$ cat src/core/irp_pkg.sv
`default_nettype none
package irp_pkg;
  // register bus shape
  localparam int ADDR_W = 10;
  localparam int DATA_W = 8;
  localparam int DIV_MAX_W = 10;
  localparam int TEST_DIV_W = 6;
  localparam int FB_DIV_W = 10;

  // register offsets
  localparam logic [ADDR_W-1:0] RX_CTRL_OFS = 10'h01a;
  localparam logic [ADDR_W-1:0] FB_PATH_OFS = 10'h01b;

  // reset values: every documented default is a cleared bit
  localparam logic [DATA_W-1:0] RX_CTRL_RST = 8'h00;
  localparam logic [DATA_W-1:0] FB_PATH_RST = 8'h00;

  // input_receiver_control fields
  localparam int RC_TEST_REF_EN = 7;
  localparam int RC_SEC_DIFF = 6;
  localparam int RC_PRI_DIFF = 5;
  localparam int RC_SEC_EN = 4;
  localparam int RC_PRI_EN = 3;
  localparam int RC_PD_CTRL = 2;
  localparam int RC_OSC_SE_NEG = 1;
  localparam int RC_OSC_DIFF = 0;

  // feedback_path_and_single_ended_select fields
  localparam int FP_TEST_BYP = 7;
  localparam int FP_FB_BYP = 6;
  localparam int FP_ZD_INTERNAL = 5;
  localparam int FP_FB_FROM_OSC = 4;
  localparam int FP_ZD_SE_SEL = 3;
  localparam int FP_ZD_DIFF = 2;
  localparam int FP_SEC_SE_SEL = 1;
  localparam int FP_PRI_SE_SEL = 0;

  // divide ratio forced by a bypass, and the largest word that still means it
  localparam logic [DIV_MAX_W-1:0] DIV_ONE = 10'h001;

  // where the input loop takes its feedback from
  typedef enum logic [2:0] {
    IRP_FB_OSC    = 3'h1,
    IRP_FB_ZD_INT = 3'h2,
    IRP_FB_ZD_EXT = 3'h4
  } irp_fb_src_t;
endpackage : irp_pkg
`default_nettype wire

$ cat src/core/irp_rx_mode.sv
`default_nettype none
// one receiver: power, differential or one of two single-ended pins
module irp_rx_mode (
  input wire logic rx_on,
  input wire logic diff_sel,
  input wire logic se_alt,
  output logic diff_en,
  output logic pos_en,
  output logic neg_en
);
  // single-ended pin choice only matters while the receiver is not differential
  assign diff_en = rx_on & diff_sel;
  assign pos_en = rx_on & ~diff_sel & ~se_alt;
  assign neg_en = rx_on & ~diff_sel & se_alt;
endmodule : irp_rx_mode
`default_nettype wire

$ cat src/core/irp_input_rx_cfg.sv
`default_nettype none
module irp_input_rx_cfg #(
  parameter int ADDR_W = irp_pkg::ADDR_W,
  parameter int TEST_DIV_W = irp_pkg::TEST_DIV_W,
  parameter int FB_DIV_W = irp_pkg::FB_DIV_W
) (
  input wire logic clk,
  input wire logic nrst,
  input wire logic ce,
  // register access port, same clock as the control port logic
  input wire logic [ADDR_W-1:0] reg_addr,
  input wire logic [irp_pkg::DATA_W-1:0] reg_wdata,
  input wire logic reg_wr,
  input wire logic reg_rd,
  output logic [irp_pkg::DATA_W-1:0] reg_rdata,
  output logic reg_rvalid,
  output logic reg_unmapped,
  // programmed divider words from the neighbouring divider registers
  input wire logic [TEST_DIV_W-1:0] test_div_word,
  input wire logic [FB_DIV_W-1:0] fb_div_word,
  // receiver controls
  output logic test_reference_rx_en,
  output logic primary_reference_diff_en,
  output logic primary_reference_pos_en,
  output logic primary_reference_neg_en,
  output logic secondary_reference_diff_en,
  output logic secondary_reference_pos_en,
  output logic secondary_reference_neg_en,
  output logic oscillator_input_diff_en,
  output logic oscillator_input_pos_en,
  output logic oscillator_input_neg_en,
  output logic zero_delay_input_diff_en,
  output logic zero_delay_input_pos_en,
  output logic zero_delay_input_neg_en,
  // divider and feedback path controls
  output logic test_div_bypass,
  output logic fb_div_bypass,
  output logic [irp_pkg::DIV_MAX_W-1:0] test_div_ratio,
  output logic [irp_pkg::DIV_MAX_W-1:0] fb_div_ratio,
  output logic [2:0] input_loop_fb_src
);

  // refuse shapes the decode cannot serve
  if (ADDR_W < 5 || TEST_DIV_W < 1 || TEST_DIV_W > irp_pkg::DIV_MAX_W ||
      FB_DIV_W < 1 || FB_DIV_W > irp_pkg::DIV_MAX_W) begin : g_bad_param
    $error("irp_input_rx_cfg: unsupported parameter values");
  end

  // local copy of the ratio width so size casts need no scoped name
  localparam int DMW = irp_pkg::DIV_MAX_W;

  // a word of 0 or 1 already means divide by one, so bypass folds into it
  // comparing against one keeps a zero word from ever meaning divide by zero
  function automatic logic [irp_pkg::DIV_MAX_W-1:0] eff_div(
    input logic bypass,
    input logic [irp_pkg::DIV_MAX_W-1:0] word
  );
    if (bypass || word <= irp_pkg::DIV_ONE) begin
      return irp_pkg::DIV_ONE;
    end
    return word;
  endfunction : eff_div

  // stored configuration
  logic [irp_pkg::DATA_W-1:0] rx_ctrl_reg;
  logic [irp_pkg::DATA_W-1:0] fb_path_reg;
  logic [irp_pkg::DATA_W-1:0] rx_ctrl_next;
  logic [irp_pkg::DATA_W-1:0] fb_path_next;

  // read side
  logic [irp_pkg::DATA_W-1:0] rdata_reg;
  logic [irp_pkg::DATA_W-1:0] rdata_next;
  logic rvalid_reg;
  logic unmapped_reg;

  // decoded controls, registered so every output leaves a flip-flop
  logic test_rx_reg;
  logic pri_diff_reg;
  logic pri_pos_reg;
  logic pri_neg_reg;
  logic sec_diff_reg;
  logic sec_pos_reg;
  logic sec_neg_reg;
  logic osc_diff_reg;
  logic osc_pos_reg;
  logic osc_neg_reg;
  logic zd_diff_reg;
  logic zd_pos_reg;
  logic zd_neg_reg;
  logic test_byp_reg;
  logic fb_byp_reg;
  logic [irp_pkg::DIV_MAX_W-1:0] test_ratio_reg;
  logic [irp_pkg::DIV_MAX_W-1:0] fb_ratio_reg;
  irp_pkg::irp_fb_src_t fb_src_reg;
  irp_pkg::irp_fb_src_t fb_src_next;

  // address decode
  // anything outside the two registers is flagged, never aliased onto them
  wire sel_rx_ctrl = (reg_addr == irp_pkg::RX_CTRL_OFS);
  wire sel_fb_path = (reg_addr == irp_pkg::FB_PATH_OFS);
  wire sel_any = sel_rx_ctrl | sel_fb_path;
  wire wr_rx_ctrl = reg_wr & sel_rx_ctrl;
  wire wr_fb_path = reg_wr & sel_fb_path;

  // plain storage, whole byte written at once
  // no byte lanes: a write always replaces all eight control bits
  assign rx_ctrl_next = wr_rx_ctrl ? reg_wdata : rx_ctrl_reg;
  assign fb_path_next = wr_fb_path ? reg_wdata : fb_path_reg;

  // read mux; an unmapped address reads zero
  // the answer is registered so read data never hangs on address settling
  assign rdata_next = sel_rx_ctrl ? rx_ctrl_reg :
                      sel_fb_path ? fb_path_reg : 8'h00;

  // receiver control field taps
  wire test_en_bit = rx_ctrl_reg[irp_pkg::RC_TEST_REF_EN];
  wire sec_diff_bit = rx_ctrl_reg[irp_pkg::RC_SEC_DIFF];
  wire pri_diff_bit = rx_ctrl_reg[irp_pkg::RC_PRI_DIFF];
  wire sec_en_bit = rx_ctrl_reg[irp_pkg::RC_SEC_EN];
  wire pri_en_bit = rx_ctrl_reg[irp_pkg::RC_PRI_EN];
  wire pd_ctrl_bit = rx_ctrl_reg[irp_pkg::RC_PD_CTRL];
  wire osc_neg_bit = rx_ctrl_reg[irp_pkg::RC_OSC_SE_NEG];
  wire osc_diff_bit = rx_ctrl_reg[irp_pkg::RC_OSC_DIFF];

  // feedback path field taps
  wire test_byp_bit = fb_path_reg[irp_pkg::FP_TEST_BYP];
  wire fb_byp_bit = fb_path_reg[irp_pkg::FP_FB_BYP];
  wire zd_int_bit = fb_path_reg[irp_pkg::FP_ZD_INTERNAL];
  wire fb_osc_bit = fb_path_reg[irp_pkg::FP_FB_FROM_OSC];
  wire zd_sel_bit = fb_path_reg[irp_pkg::FP_ZD_SE_SEL];
  wire zd_diff_bit = fb_path_reg[irp_pkg::FP_ZD_DIFF];
  wire sec_sel_bit = fb_path_reg[irp_pkg::FP_SEC_SE_SEL];
  wire pri_sel_bit = fb_path_reg[irp_pkg::FP_PRI_SE_SEL];

  // with power-down control off both references stay powered
  // the individual enables are don't-care until power-down control is set
  wire pri_on = ~pd_ctrl_bit | pri_en_bit;
  wire sec_on = ~pd_ctrl_bit | sec_en_bit;

  // zero-delay mode only counts when feedback is not from the oscillator;
  // the zero-delay receiver is also left off then, since nothing uses it
  wire zd_active = ~fb_osc_bit;
  wire zd_internal = zd_active & zd_int_bit;
  wire zd_rx_on = zd_active & ~zd_int_bit;

  // feedback source selection, one-hot
  // oscillator feedback wins, so bit 5 only matters with bit 4 clear
  assign fb_src_next = fb_osc_bit ? irp_pkg::IRP_FB_OSC :
                       zd_internal ? irp_pkg::IRP_FB_ZD_INT :
                       irp_pkg::IRP_FB_ZD_EXT;

  // per-receiver pin decode
  wire pri_diff_w;
  wire pri_pos_w;
  wire pri_neg_w;
  wire sec_diff_w;
  wire sec_pos_w;
  wire sec_neg_w;
  wire osc_diff_w;
  wire osc_pos_w;
  wire osc_neg_w;
  wire zd_diff_w;
  wire zd_pos_w;
  wire zd_neg_w;

  // primary reference: diff from receiver control, pin from second register
  irp_rx_mode u_pri_rx (
    .rx_on(pri_on),
    .diff_sel(pri_diff_bit),
    .se_alt(pri_sel_bit),
    .diff_en(pri_diff_w),
    .pos_en(pri_pos_w),
    .neg_en(pri_neg_w)
  );

  // secondary reference
  irp_rx_mode u_sec_rx (
    .rx_on(sec_on),
    .diff_sel(sec_diff_bit),
    .se_alt(sec_sel_bit),
    .diff_en(sec_diff_w),
    .pos_en(sec_pos_w),
    .neg_en(sec_neg_w)
  );

  // oscillator input has no power-down of its own
  // it carries the local feedback, so switching it off would open the loop
  irp_rx_mode u_osc_rx (
    .rx_on(1'b1),
    .diff_sel(osc_diff_bit),
    .se_alt(osc_neg_bit),
    .diff_en(osc_diff_w),
    .pos_en(osc_pos_w),
    .neg_en(osc_neg_w)
  );

  // zero-delay input, powered only for external zero-delay
  irp_rx_mode u_zd_rx (
    .rx_on(zd_rx_on),
    .diff_sel(zd_diff_bit),
    .se_alt(zd_sel_bit),
    .diff_en(zd_diff_w),
    .pos_en(zd_pos_w),
    .neg_en(zd_neg_w)
  );

  // effective divide ratios
  wire [DMW-1:0] test_word_ext =
    DMW'(test_div_word);
  wire [DMW-1:0] fb_word_ext =
    DMW'(fb_div_word);
  wire [irp_pkg::DIV_MAX_W-1:0] test_ratio_w = eff_div(test_byp_bit, test_word_ext);
  wire [irp_pkg::DIV_MAX_W-1:0] fb_ratio_w = eff_div(fb_byp_bit, fb_word_ext);

  // configuration storage
  always_ff @(posedge clk) begin
    if (!nrst) begin
      rx_ctrl_reg <= irp_pkg::RX_CTRL_RST;
      fb_path_reg <= irp_pkg::FB_PATH_RST;
    end else if (ce) begin
      rx_ctrl_reg <= rx_ctrl_next;
      fb_path_reg <= fb_path_next;
    end
  end

  // read answer one cycle after the request; unmapped flag rides with it
  // with ce low a pending answer is frozen rather than dropped
  always_ff @(posedge clk) begin
    if (!nrst) begin
      rdata_reg <= 8'h00;
      rvalid_reg <= 1'b0;
      unmapped_reg <= 1'b0;
    end else if (ce) begin
      rdata_reg <= reg_rd ? rdata_next : rdata_reg;
      rvalid_reg <= reg_rd;
      unmapped_reg <= (reg_rd | reg_wr) & ~sel_any;
    end
  end

  // reference and test receivers
  // reset shows the decode of the all-zero word, so no receiver blinks off
  always_ff @(posedge clk) begin
    if (!nrst) begin
      test_rx_reg <= 1'b0;
      pri_diff_reg <= 1'b0;
      pri_pos_reg <= 1'b1;
      pri_neg_reg <= 1'b0;
      sec_diff_reg <= 1'b0;
      sec_pos_reg <= 1'b1;
      sec_neg_reg <= 1'b0;
    end else if (ce) begin
      test_rx_reg <= test_en_bit;
      pri_diff_reg <= pri_diff_w;
      pri_pos_reg <= pri_pos_w;
      pri_neg_reg <= pri_neg_w;
      sec_diff_reg <= sec_diff_w;
      sec_pos_reg <= sec_pos_w;
      sec_neg_reg <= sec_neg_w;
    end
  end

  // oscillator and zero-delay receivers
  // reset values match external zero-delay with single-ended positive pins
  always_ff @(posedge clk) begin
    if (!nrst) begin
      osc_diff_reg <= 1'b0;
      osc_pos_reg <= 1'b1;
      osc_neg_reg <= 1'b0;
      zd_diff_reg <= 1'b0;
      zd_pos_reg <= 1'b1;
      zd_neg_reg <= 1'b0;
    end else if (ce) begin
      osc_diff_reg <= osc_diff_w;
      osc_pos_reg <= osc_pos_w;
      osc_neg_reg <= osc_neg_w;
      zd_diff_reg <= zd_diff_w;
      zd_pos_reg <= zd_pos_w;
      zd_neg_reg <= zd_neg_w;
    end
  end

  // dividers and feedback path; reset mirrors the reset word's decode, but both ratios reset to DIV_ONE whatever the divider words
  always_ff @(posedge clk) begin
    if (!nrst) begin
      test_byp_reg <= 1'b0;
      fb_byp_reg <= 1'b0;
      test_ratio_reg <= irp_pkg::DIV_ONE;
      fb_ratio_reg <= irp_pkg::DIV_ONE;
      fb_src_reg <= irp_pkg::IRP_FB_ZD_EXT;
    end else if (ce) begin
      test_byp_reg <= test_byp_bit;
      fb_byp_reg <= fb_byp_bit;
      test_ratio_reg <= test_ratio_w;
      fb_ratio_reg <= fb_ratio_w;
      fb_src_reg <= fb_src_next;
    end
  end

  // every output straight from its flip-flop
  // nothing is decoded after the flops, so no glitch reaches the receivers
  assign reg_rdata = rdata_reg;
  assign reg_rvalid = rvalid_reg;
  assign reg_unmapped = unmapped_reg;
  assign test_reference_rx_en = test_rx_reg;
  assign primary_reference_diff_en = pri_diff_reg;
  assign primary_reference_pos_en = pri_pos_reg;
  assign primary_reference_neg_en = pri_neg_reg;
  assign secondary_reference_diff_en = sec_diff_reg;
  assign secondary_reference_pos_en = sec_pos_reg;
  assign secondary_reference_neg_en = sec_neg_reg;
  assign oscillator_input_diff_en = osc_diff_reg;
  assign oscillator_input_pos_en = osc_pos_reg;
  assign oscillator_input_neg_en = osc_neg_reg;
  assign zero_delay_input_diff_en = zd_diff_reg;
  assign zero_delay_input_pos_en = zd_pos_reg;
  assign zero_delay_input_neg_en = zd_neg_reg;
  assign test_div_bypass = test_byp_reg;
  assign fb_div_bypass = fb_byp_reg;
  assign test_div_ratio = test_ratio_reg;
  assign fb_div_ratio = fb_ratio_reg;
  assign input_loop_fb_src = fb_src_reg;

endmodule : irp_input_rx_cfg
`default_nettype wire

$ cat config.mk
export PLATFORM = sky130hd
export DESIGN_NAME = irp_input_rx_cfg
export DESIGN_NICKNAME = d
export VERILOG_FILES = /design/src/core/irp_pkg.sv /design/src/core/irp_rx_mode.sv /design/src/core/irp_input_rx_cfg.sv
export SDC_FILE = /design/constraint.sdc
export NUM_CORES = 1
export LEC_CHECK = 0
export BUFFER_PORTS_ARGS = -buffer_cell sky130_fd_sc_hd__buf_2
export CAP_MARGIN = 25
export CORE_UTILIZATION = 38
export CTS_CLUSTER_DIAMETER = 30
export DETAILED_ROUTE_END_ITERATION = 7
export PLACE_DENSITY = 0.75
export SYNTH_ARGS = -nofsm -noshare
export SYNTH_HDL_FRONTEND = slang
export SYNTH_SLANG_ARGS = --single-unit
$ cat constraint.sdc
create_clock -name clk -period 1.4 [get_ports clk]
set_input_delay 0.28 -clock clk [delete_from_list [all_inputs] [get_ports clk]]
set_output_delay 0.28 -clock clk [all_outputs]
set_load 0.005 [all_outputs]
# Word level (Yosys, flattened, before mapping)
# Index checks and enable logic that the tools add are counted.
word_totals:
  latch_bits: 0
  ram_bits: 0
  regBits: 64
  mem_bits_ro: 0
  in_bits: 39
  out_inout_bits: 48
  memories: 0
  wordCells: 77
classes:
  n_addsub: 0
  n_bitwise: 35
  shifts: 0
  mul: 0
  mux: 10
  n_eq_ne: 2
  reduce_logical: 5
  div_mod_pow: 0
  n_lt_le_gt_ge: 2
ops:
  columns: ["op", "count"]
  rows:
  - ["2-to-1 mux 10 bit", 4]
  - ["== test 10 x 5 -> 1 bit (second input constant)", 2]
  - ["bitwise AND 1 bit", 19]
  - ["2-to-1 mux 8 bit", 2]
  - ["NOT 1 bit", 12]
  - ["less-or-equal comparator 10 x 1 -> 1 bit (second input constant)", 1]
  - ["less-or-equal comparator 6 x 1 -> 1 bit (second input constant)", 1]
  - ["2-to-1 mux 3 bit", 2]
  - ["AND reduction 2 bit", 3]
  - ["bitwise OR 1 bit", 4]
  - ["logical OR 1 bit", 2]
  - ["2-to-1 mux 1 bit", 2]

# Logic depth before layout (Yosys ltp)
logic_depth:
  depth_word: 4
  depth_mapped: 6
  depth_no_buf: 4

# Modules after synthesis
# Synthesis repeated with hierarchy kept, for this count alone.
unflattened:
  cells_unflattened: 255
  area_unflattened_um2: 2542.4
by_module_without_submodules:
  columns: ["module", "n_inst", "seq_area_each_um2", "area_per_inst_um2", "cells_per_inst"]
  rows:
  - ["irp_input_rx_cfg", 1, 1201.2, 2427.3, 243]
  - ["irp_rx_mode", 4, 0.0, 28.8, 3]

# Worst setup path before layout
# Ideal clock, no wire load.
synth_timing:
  path_kind: "input -> register"
  start: "in reg_addr[7]"
  end: "reg rx_ctrl_reg[0] in the netlist's numbering"
  arrival_ns: 1.337
  slack_ns: -0.009
  cell_stages: 4
  required_time_ns: 1.328
  setup_time_ns: 0.072
  cell_sequence: "nor4b_4 -> nand3_4 -> nor3_4 -> mux2i_1"
synth_between:
  elab_chain_cells: 3
synth_rtl:
  columns: ["item", "line_no", "source"]
  rows:
  - ["start, declared", "irp_input_rx_cfg.sv:11", "input wire logic [ADDR_W-1:0] reg_addr,"]
  - ["== test 10 x 5 -> 1 bit", "irp_input_rx_cfg.sv:99", "wire sel_rx_ctrl = (reg_addr == irp_pkg::RX_CTRL_OFS);"]
  - ["bitwise AND 1 bit", "irp_input_rx_cfg.sv:102", "wire wr_rx_ctrl = reg_wr & sel_rx_ctrl;"]
  - ["AND reduction 2 bit (no line)", null, null]
  - ["end signal, assigned", "irp_input_rx_cfg.sv:218", "rx_ctrl_reg <= irp_pkg::RX_CTRL_RST;"]
  - ["end signal, assigned", "irp_input_rx_cfg.sv:221", "rx_ctrl_reg <= rx_ctrl_next;"]
  - ["end, declared", "irp_input_rx_cfg.sv:65", "logic [irp_pkg::DATA_W-1:0] rx_ctrl_reg;"]
# Every way passes these cells.
# A chain may end at the register's enable or synchronous reset.

# Worst setup path after layout
layout_timing:
  start: "reg fb_path_reg[4] in the netlist's numbering"
  end: "reg zd_pos_reg, in the netlist zero_delay_input_pos_en"
layout_between:
  elab_chain_cells: 4
layout_rtl:
  columns: ["item", "line_no", "source"]
  rows:
  - ["start, declared", "irp_input_rx_cfg.sv:66", "logic [irp_pkg::DATA_W-1:0] fb_path_reg;"]
  - ["start signal, assigned", "irp_input_rx_cfg.sv:219", "fb_path_reg <= irp_pkg::FB_PATH_RST;"]
  - ["start signal, assigned", "irp_input_rx_cfg.sv:222", "fb_path_reg <= fb_path_next;"]
  - ["NOT 1 bit", "irp_input_rx_cfg.sv:142", "wire zd_active = ~fb_osc_bit;"]
  - ["bitwise AND 1 bit", "irp_input_rx_cfg.sv:144", "wire zd_rx_on = zd_active & ~zd_int_bit;"]
  - ["bitwise AND 1 bit (2 in series)", "irp_rx_mode.sv:13", "assign pos_en = rx_on & ~diff_sel & ~se_alt;"]
  - ["end signal, assigned", "irp_input_rx_cfg.sv:277", "zd_pos_reg <= zd_pos_w;"]
  - ["end, declared", "irp_input_rx_cfg.sv:88", "logic zd_pos_reg;"]
# Every way passes these cells.

==> impl_metrics.py <==
metrics = {
    "outcome": {
        "outcome": "finished clean",
    },
    "logic_synthesis": {
        "synthesis.area_per_instance_sq_um": 9.27,
        "synth_seq_cells": 60,
        "syn-instance-count": 261,
        "yosys_warnings": 0,
        "syn_area_sq_mm": 0.00242,
        "yosysUniqueCellTypes": 36,
        "synth_sequential_area_ratio": 0.497,
    },
    "drt": {
        "final_antenna_net_count": 0,
        "met1Wirelength_um": 2600,
        "met2WireLength_um": 2840,
        "first_pass_iters": 4,
        "routed-via-count": 2141,
        "vias_per_cell": 4.92,
        "detailed_route_wire_length_um": 5940,
        "detail_route.drc_violations": 0,
        "wl_per_instance_um": 13.6,
        "maxUsedRoutingLayer": "met4",
        "dr.first_iter.drc_count": 109,
        "met3_wirelength_um": 315,
    },
    "placement": {
        "hpwlAfterDp_um": 4520,
        "portBuffers": 82,
        "gpl.final_weighted_congestion": 0.813,
        "placedInstanceArea_sq_mm": 0.00298,
        "place_inst": 419,
    },
    "clock_network": {
        "cts.reportedPaths.clkPinSlew_ns": 0.06,
        "cts_buffer_depth": 2,
        "post_cts_resized": 0,
        "cts-htree-levels": 3,
        "numCtsBuffers": 9,
        "post-cts-setup-buffer-count": 0,
        "cts-hold-fix-buffers": 0,
        "clock-sinks": 60,
        "tritoncts_clock_tree": "done",
        "clock_latency_ns": 0.32,
        "cts.root.buffer_cell": "sky130_fd_sc_hd__clkbuf_8",
    },
    "floorplan": {
        "row_count": 28,
        "die_width_um": 81.8,
        "i_o_pins": 87,
        "floorplan.initialDensity": 0.401,
        "core_sq_mm": 0.00603,
        "die_area_sq_mm": 0.00669,
        "chipHeight_um": 81.8,
    },
    "critical_path": {
        "cpLargestDelayFamily": "simple AND/OR/NAND/NOR gates",
        "crit_path_max_fanout": 3,
        "r2r.worst_path.cells": 2,
        "type_of_destination_of_the_critical_path": "flop",
        "worstPathCellList": "or3b_2 > o311ai_0",
        "ff_to_ff_start": "fb_path_reg[4]",
        "critical_path_arrival_ns": 1.47,
        "worst-setup-path-type": "flop to flop",
        "cp_data_required_time_ns": 1.61,
        "max_stage_delay_ns": 0.51,
        "worst_setup_path_start_kind": "flop",
        "reg2reg_setup_slack_ns": 0.15,
        "worst_path_max_delay_cell": "sky130_fd_sc_hd__or3b_2",
        "timing.critical_path.buf_inv": 0,
        "r2r-end": "zero_delay_input_pos_en",
    },
    "power_and_ir_drop": {
        "leakagePower_nw": 1.40,
        "max-vdd-ir-drop_mv": 0.563,
        "power.density_mw_per_mm2": 1090,
    },
    "hold_path": {
        "worstHoldStart": "fb_div_word[0]",
        "min_path_cells": 2,
        "worst_hold_path_type": "input pin to flop",
        "hold_end": "fb_div_ratio[0]",
    },
    "global_route": {
        "track_usage": 0.187,
        "global_route.overflow_total": 0,
        "grt_max_degree": 27,
        "grt_pass1_vias": 1991,
        "grt_first_pass_wirelength_um": 9180,
        "grt_antenna_before_repair": 0,
    },
    "finish": {
        "final-instance-count-excl-fill": 435,
        "mostFrequentLayoutCells": "sky130_fd_sc_hd__buf_2, sky130_fd_sc_hd__dfxtp_1",
        "antenna_diode_count": 0,
        "layout-drive-gt1-share": 0.325,
        "largest_register_ff_count": 10,
        "design_area_sq_mm": 0.00316,
        "areaGrowthSynthToFinish_pct": 30.7,
        "final_common_cell": "sky130_fd_sc_hd__buf_2",
        "final_net_count": 394,
    },
    "timing": {
        "slew_viol_final": 0,
        "unrepaired_setup_endpoints_after_global_routing": "false",
        "setup_viol_count_final": 0,
        "clock.fmax_mhz": 798,
        "timing.final.hold_violations": 0,
        "final.setup_skew_ns": 0.00305,
        "final_period_minus_worst_setup_slack_ns": 1.25,
        "fin_worst_hold_slack_ns": 0.171,
        "final_min_period_over_clock_period": 0.895,
    },
    "run": {
        "max-cap-violations": 0,
    },
}
## cell families after synthesis
group	Yosys count	share of synthesized area
multiplexers	21	0.0869
flip-flops	60	0.497
other	1	0.00155
AO/OA/AOI/OAI	50	0.127
AND/OR/NAND/NOR	107	0.246
buffers and inverters	22	0.0424
## where the power goes
part	internal [mW]	switching (mW)
clock	0.787	0.603
combinational	0.137	0.154
sequential	1.74	0.0163
## final cells by class
type                            count  area (sq um)
Fill cell                         596          2870
Inverter                            4          15.0
Clock buffer                       15           176
Tap cell                           75          93.8
Multi-Input combinational cell    182          1130
Timing Repair Buffer               98           543
Sequential cell                    60          1200
Clock inverter                      1          5.00
## how the worst max path moves through the flow
stage	startpoint	end	slack (ns)	depth (start not counted)
after floorplan	reg_addr[7]	rx_ctrl_reg[0]	-0.009	4
after global placement	reg_addr[7]	rx_ctrl_reg[0]	0.00008	6
after detailed placement	reg_addr[7]	rx_ctrl_reg[2]	-0.05	6
after CTS	fb_path_reg[4]	zero_delay_input_pos_en	0.14	2
after global routing	fb_path_reg[4]	zero_delay_input_pos_en	0.04	2
final	fb_path_reg[4]	zero_delay_input_pos_en	0.15	2
## cell usage after synthesis
library cell,number,area share
sky130_fd_sc_hd__dfxtp_1,60,0.50
sky130_fd_sc_hd__a21oi_1,21,0.043
sky130_fd_sc_hd__mux2i_1,21,0.087
sky130_fd_sc_hd__nand2_1,21,0.033
sky130_fd_sc_hd__nand3_1,21,0.043
sky130_fd_sc_hd__nor2_1,21,0.033
sky130_fd_sc_hd__nor2b_1,14,0.036
sky130_fd_sc_hd__nand2b_1,13,0.034
sky130_fd_sc_hd__o21ai_0,11,0.023
sky130_fd_sc_hd__clkbuf_1,8,0.012
sky130_fd_sc_hd__o31ai_1,8,0.025
sky130_fd_sc_hd__buf_1,4,0.0062
sky130_fd_sc_hd__buf_4,4,0.012
sky130_fd_sc_hd__nand3b_1,4,0.012
sky130_fd_sc_hd__a22o_1,3,0.011
sky130_fd_sc_hd__inv_1,3,0.0047
sky130_fd_sc_hd__and2_1,2,0.0052
sky130_fd_sc_hd__nand4b_1,2,0.0072
sky130_fd_sc_hd__o211ai_1,2,0.0062
sky130_fd_sc_hd__o221ai_1,2,0.0072
sky130_fd_sc_hd__and3_1,1,0.0026
sky130_fd_sc_hd__buf_2,1,0.0021
sky130_fd_sc_hd__clkbuf_4,1,0.0031
sky130_fd_sc_hd__conb_1,1,0.0016
sky130_fd_sc_hd__inv_2,1,0.0016
sky130_fd_sc_hd__nand3_4,1,0.0072
sky130_fd_sc_hd__nand4_1,1,0.0026
sky130_fd_sc_hd__nor3_2,1,0.0041
sky130_fd_sc_hd__nor3_4,1,0.0067
sky130_fd_sc_hd__nor4_1,1,0.0026
sky130_fd_sc_hd__nor4b_4,1,0.0098
sky130_fd_sc_hd__o311ai_0,1,0.0036
sky130_fd_sc_hd__o32a_1,1,0.0041
sky130_fd_sc_hd__o41ai_1,1,0.0036
sky130_fd_sc_hd__or3b_2,1,0.0036
sky130_fd_sc_hd__or4_1,1,0.0031
## routing by layer
layer	GRT usage	up-vias
li1	-	1095
met1	0.234	962
met2	0.291	68
met3	0.0378	16
met4	0.118	0
met5	0	-
## stage by stage
stage | util | worst slack (ns) | power [mW] | TNS [ns]
floorplan | - | -0.00855 | 1.95 | -0.0684
global placement | 0.494 | 0.0000842 | 2.08 | 0
detailed placement | 0.494 | -0.0509 | 2.09 | -0.225
CTS | 0.525 | 0.140 | 3.48 | 0
global route | 0.525 | 0.0437 | 3.60 | 0
finish | 0.525 | 0.147 | 3.44 | 0
No activity file was read; power rests on OpenSTA's default activity.
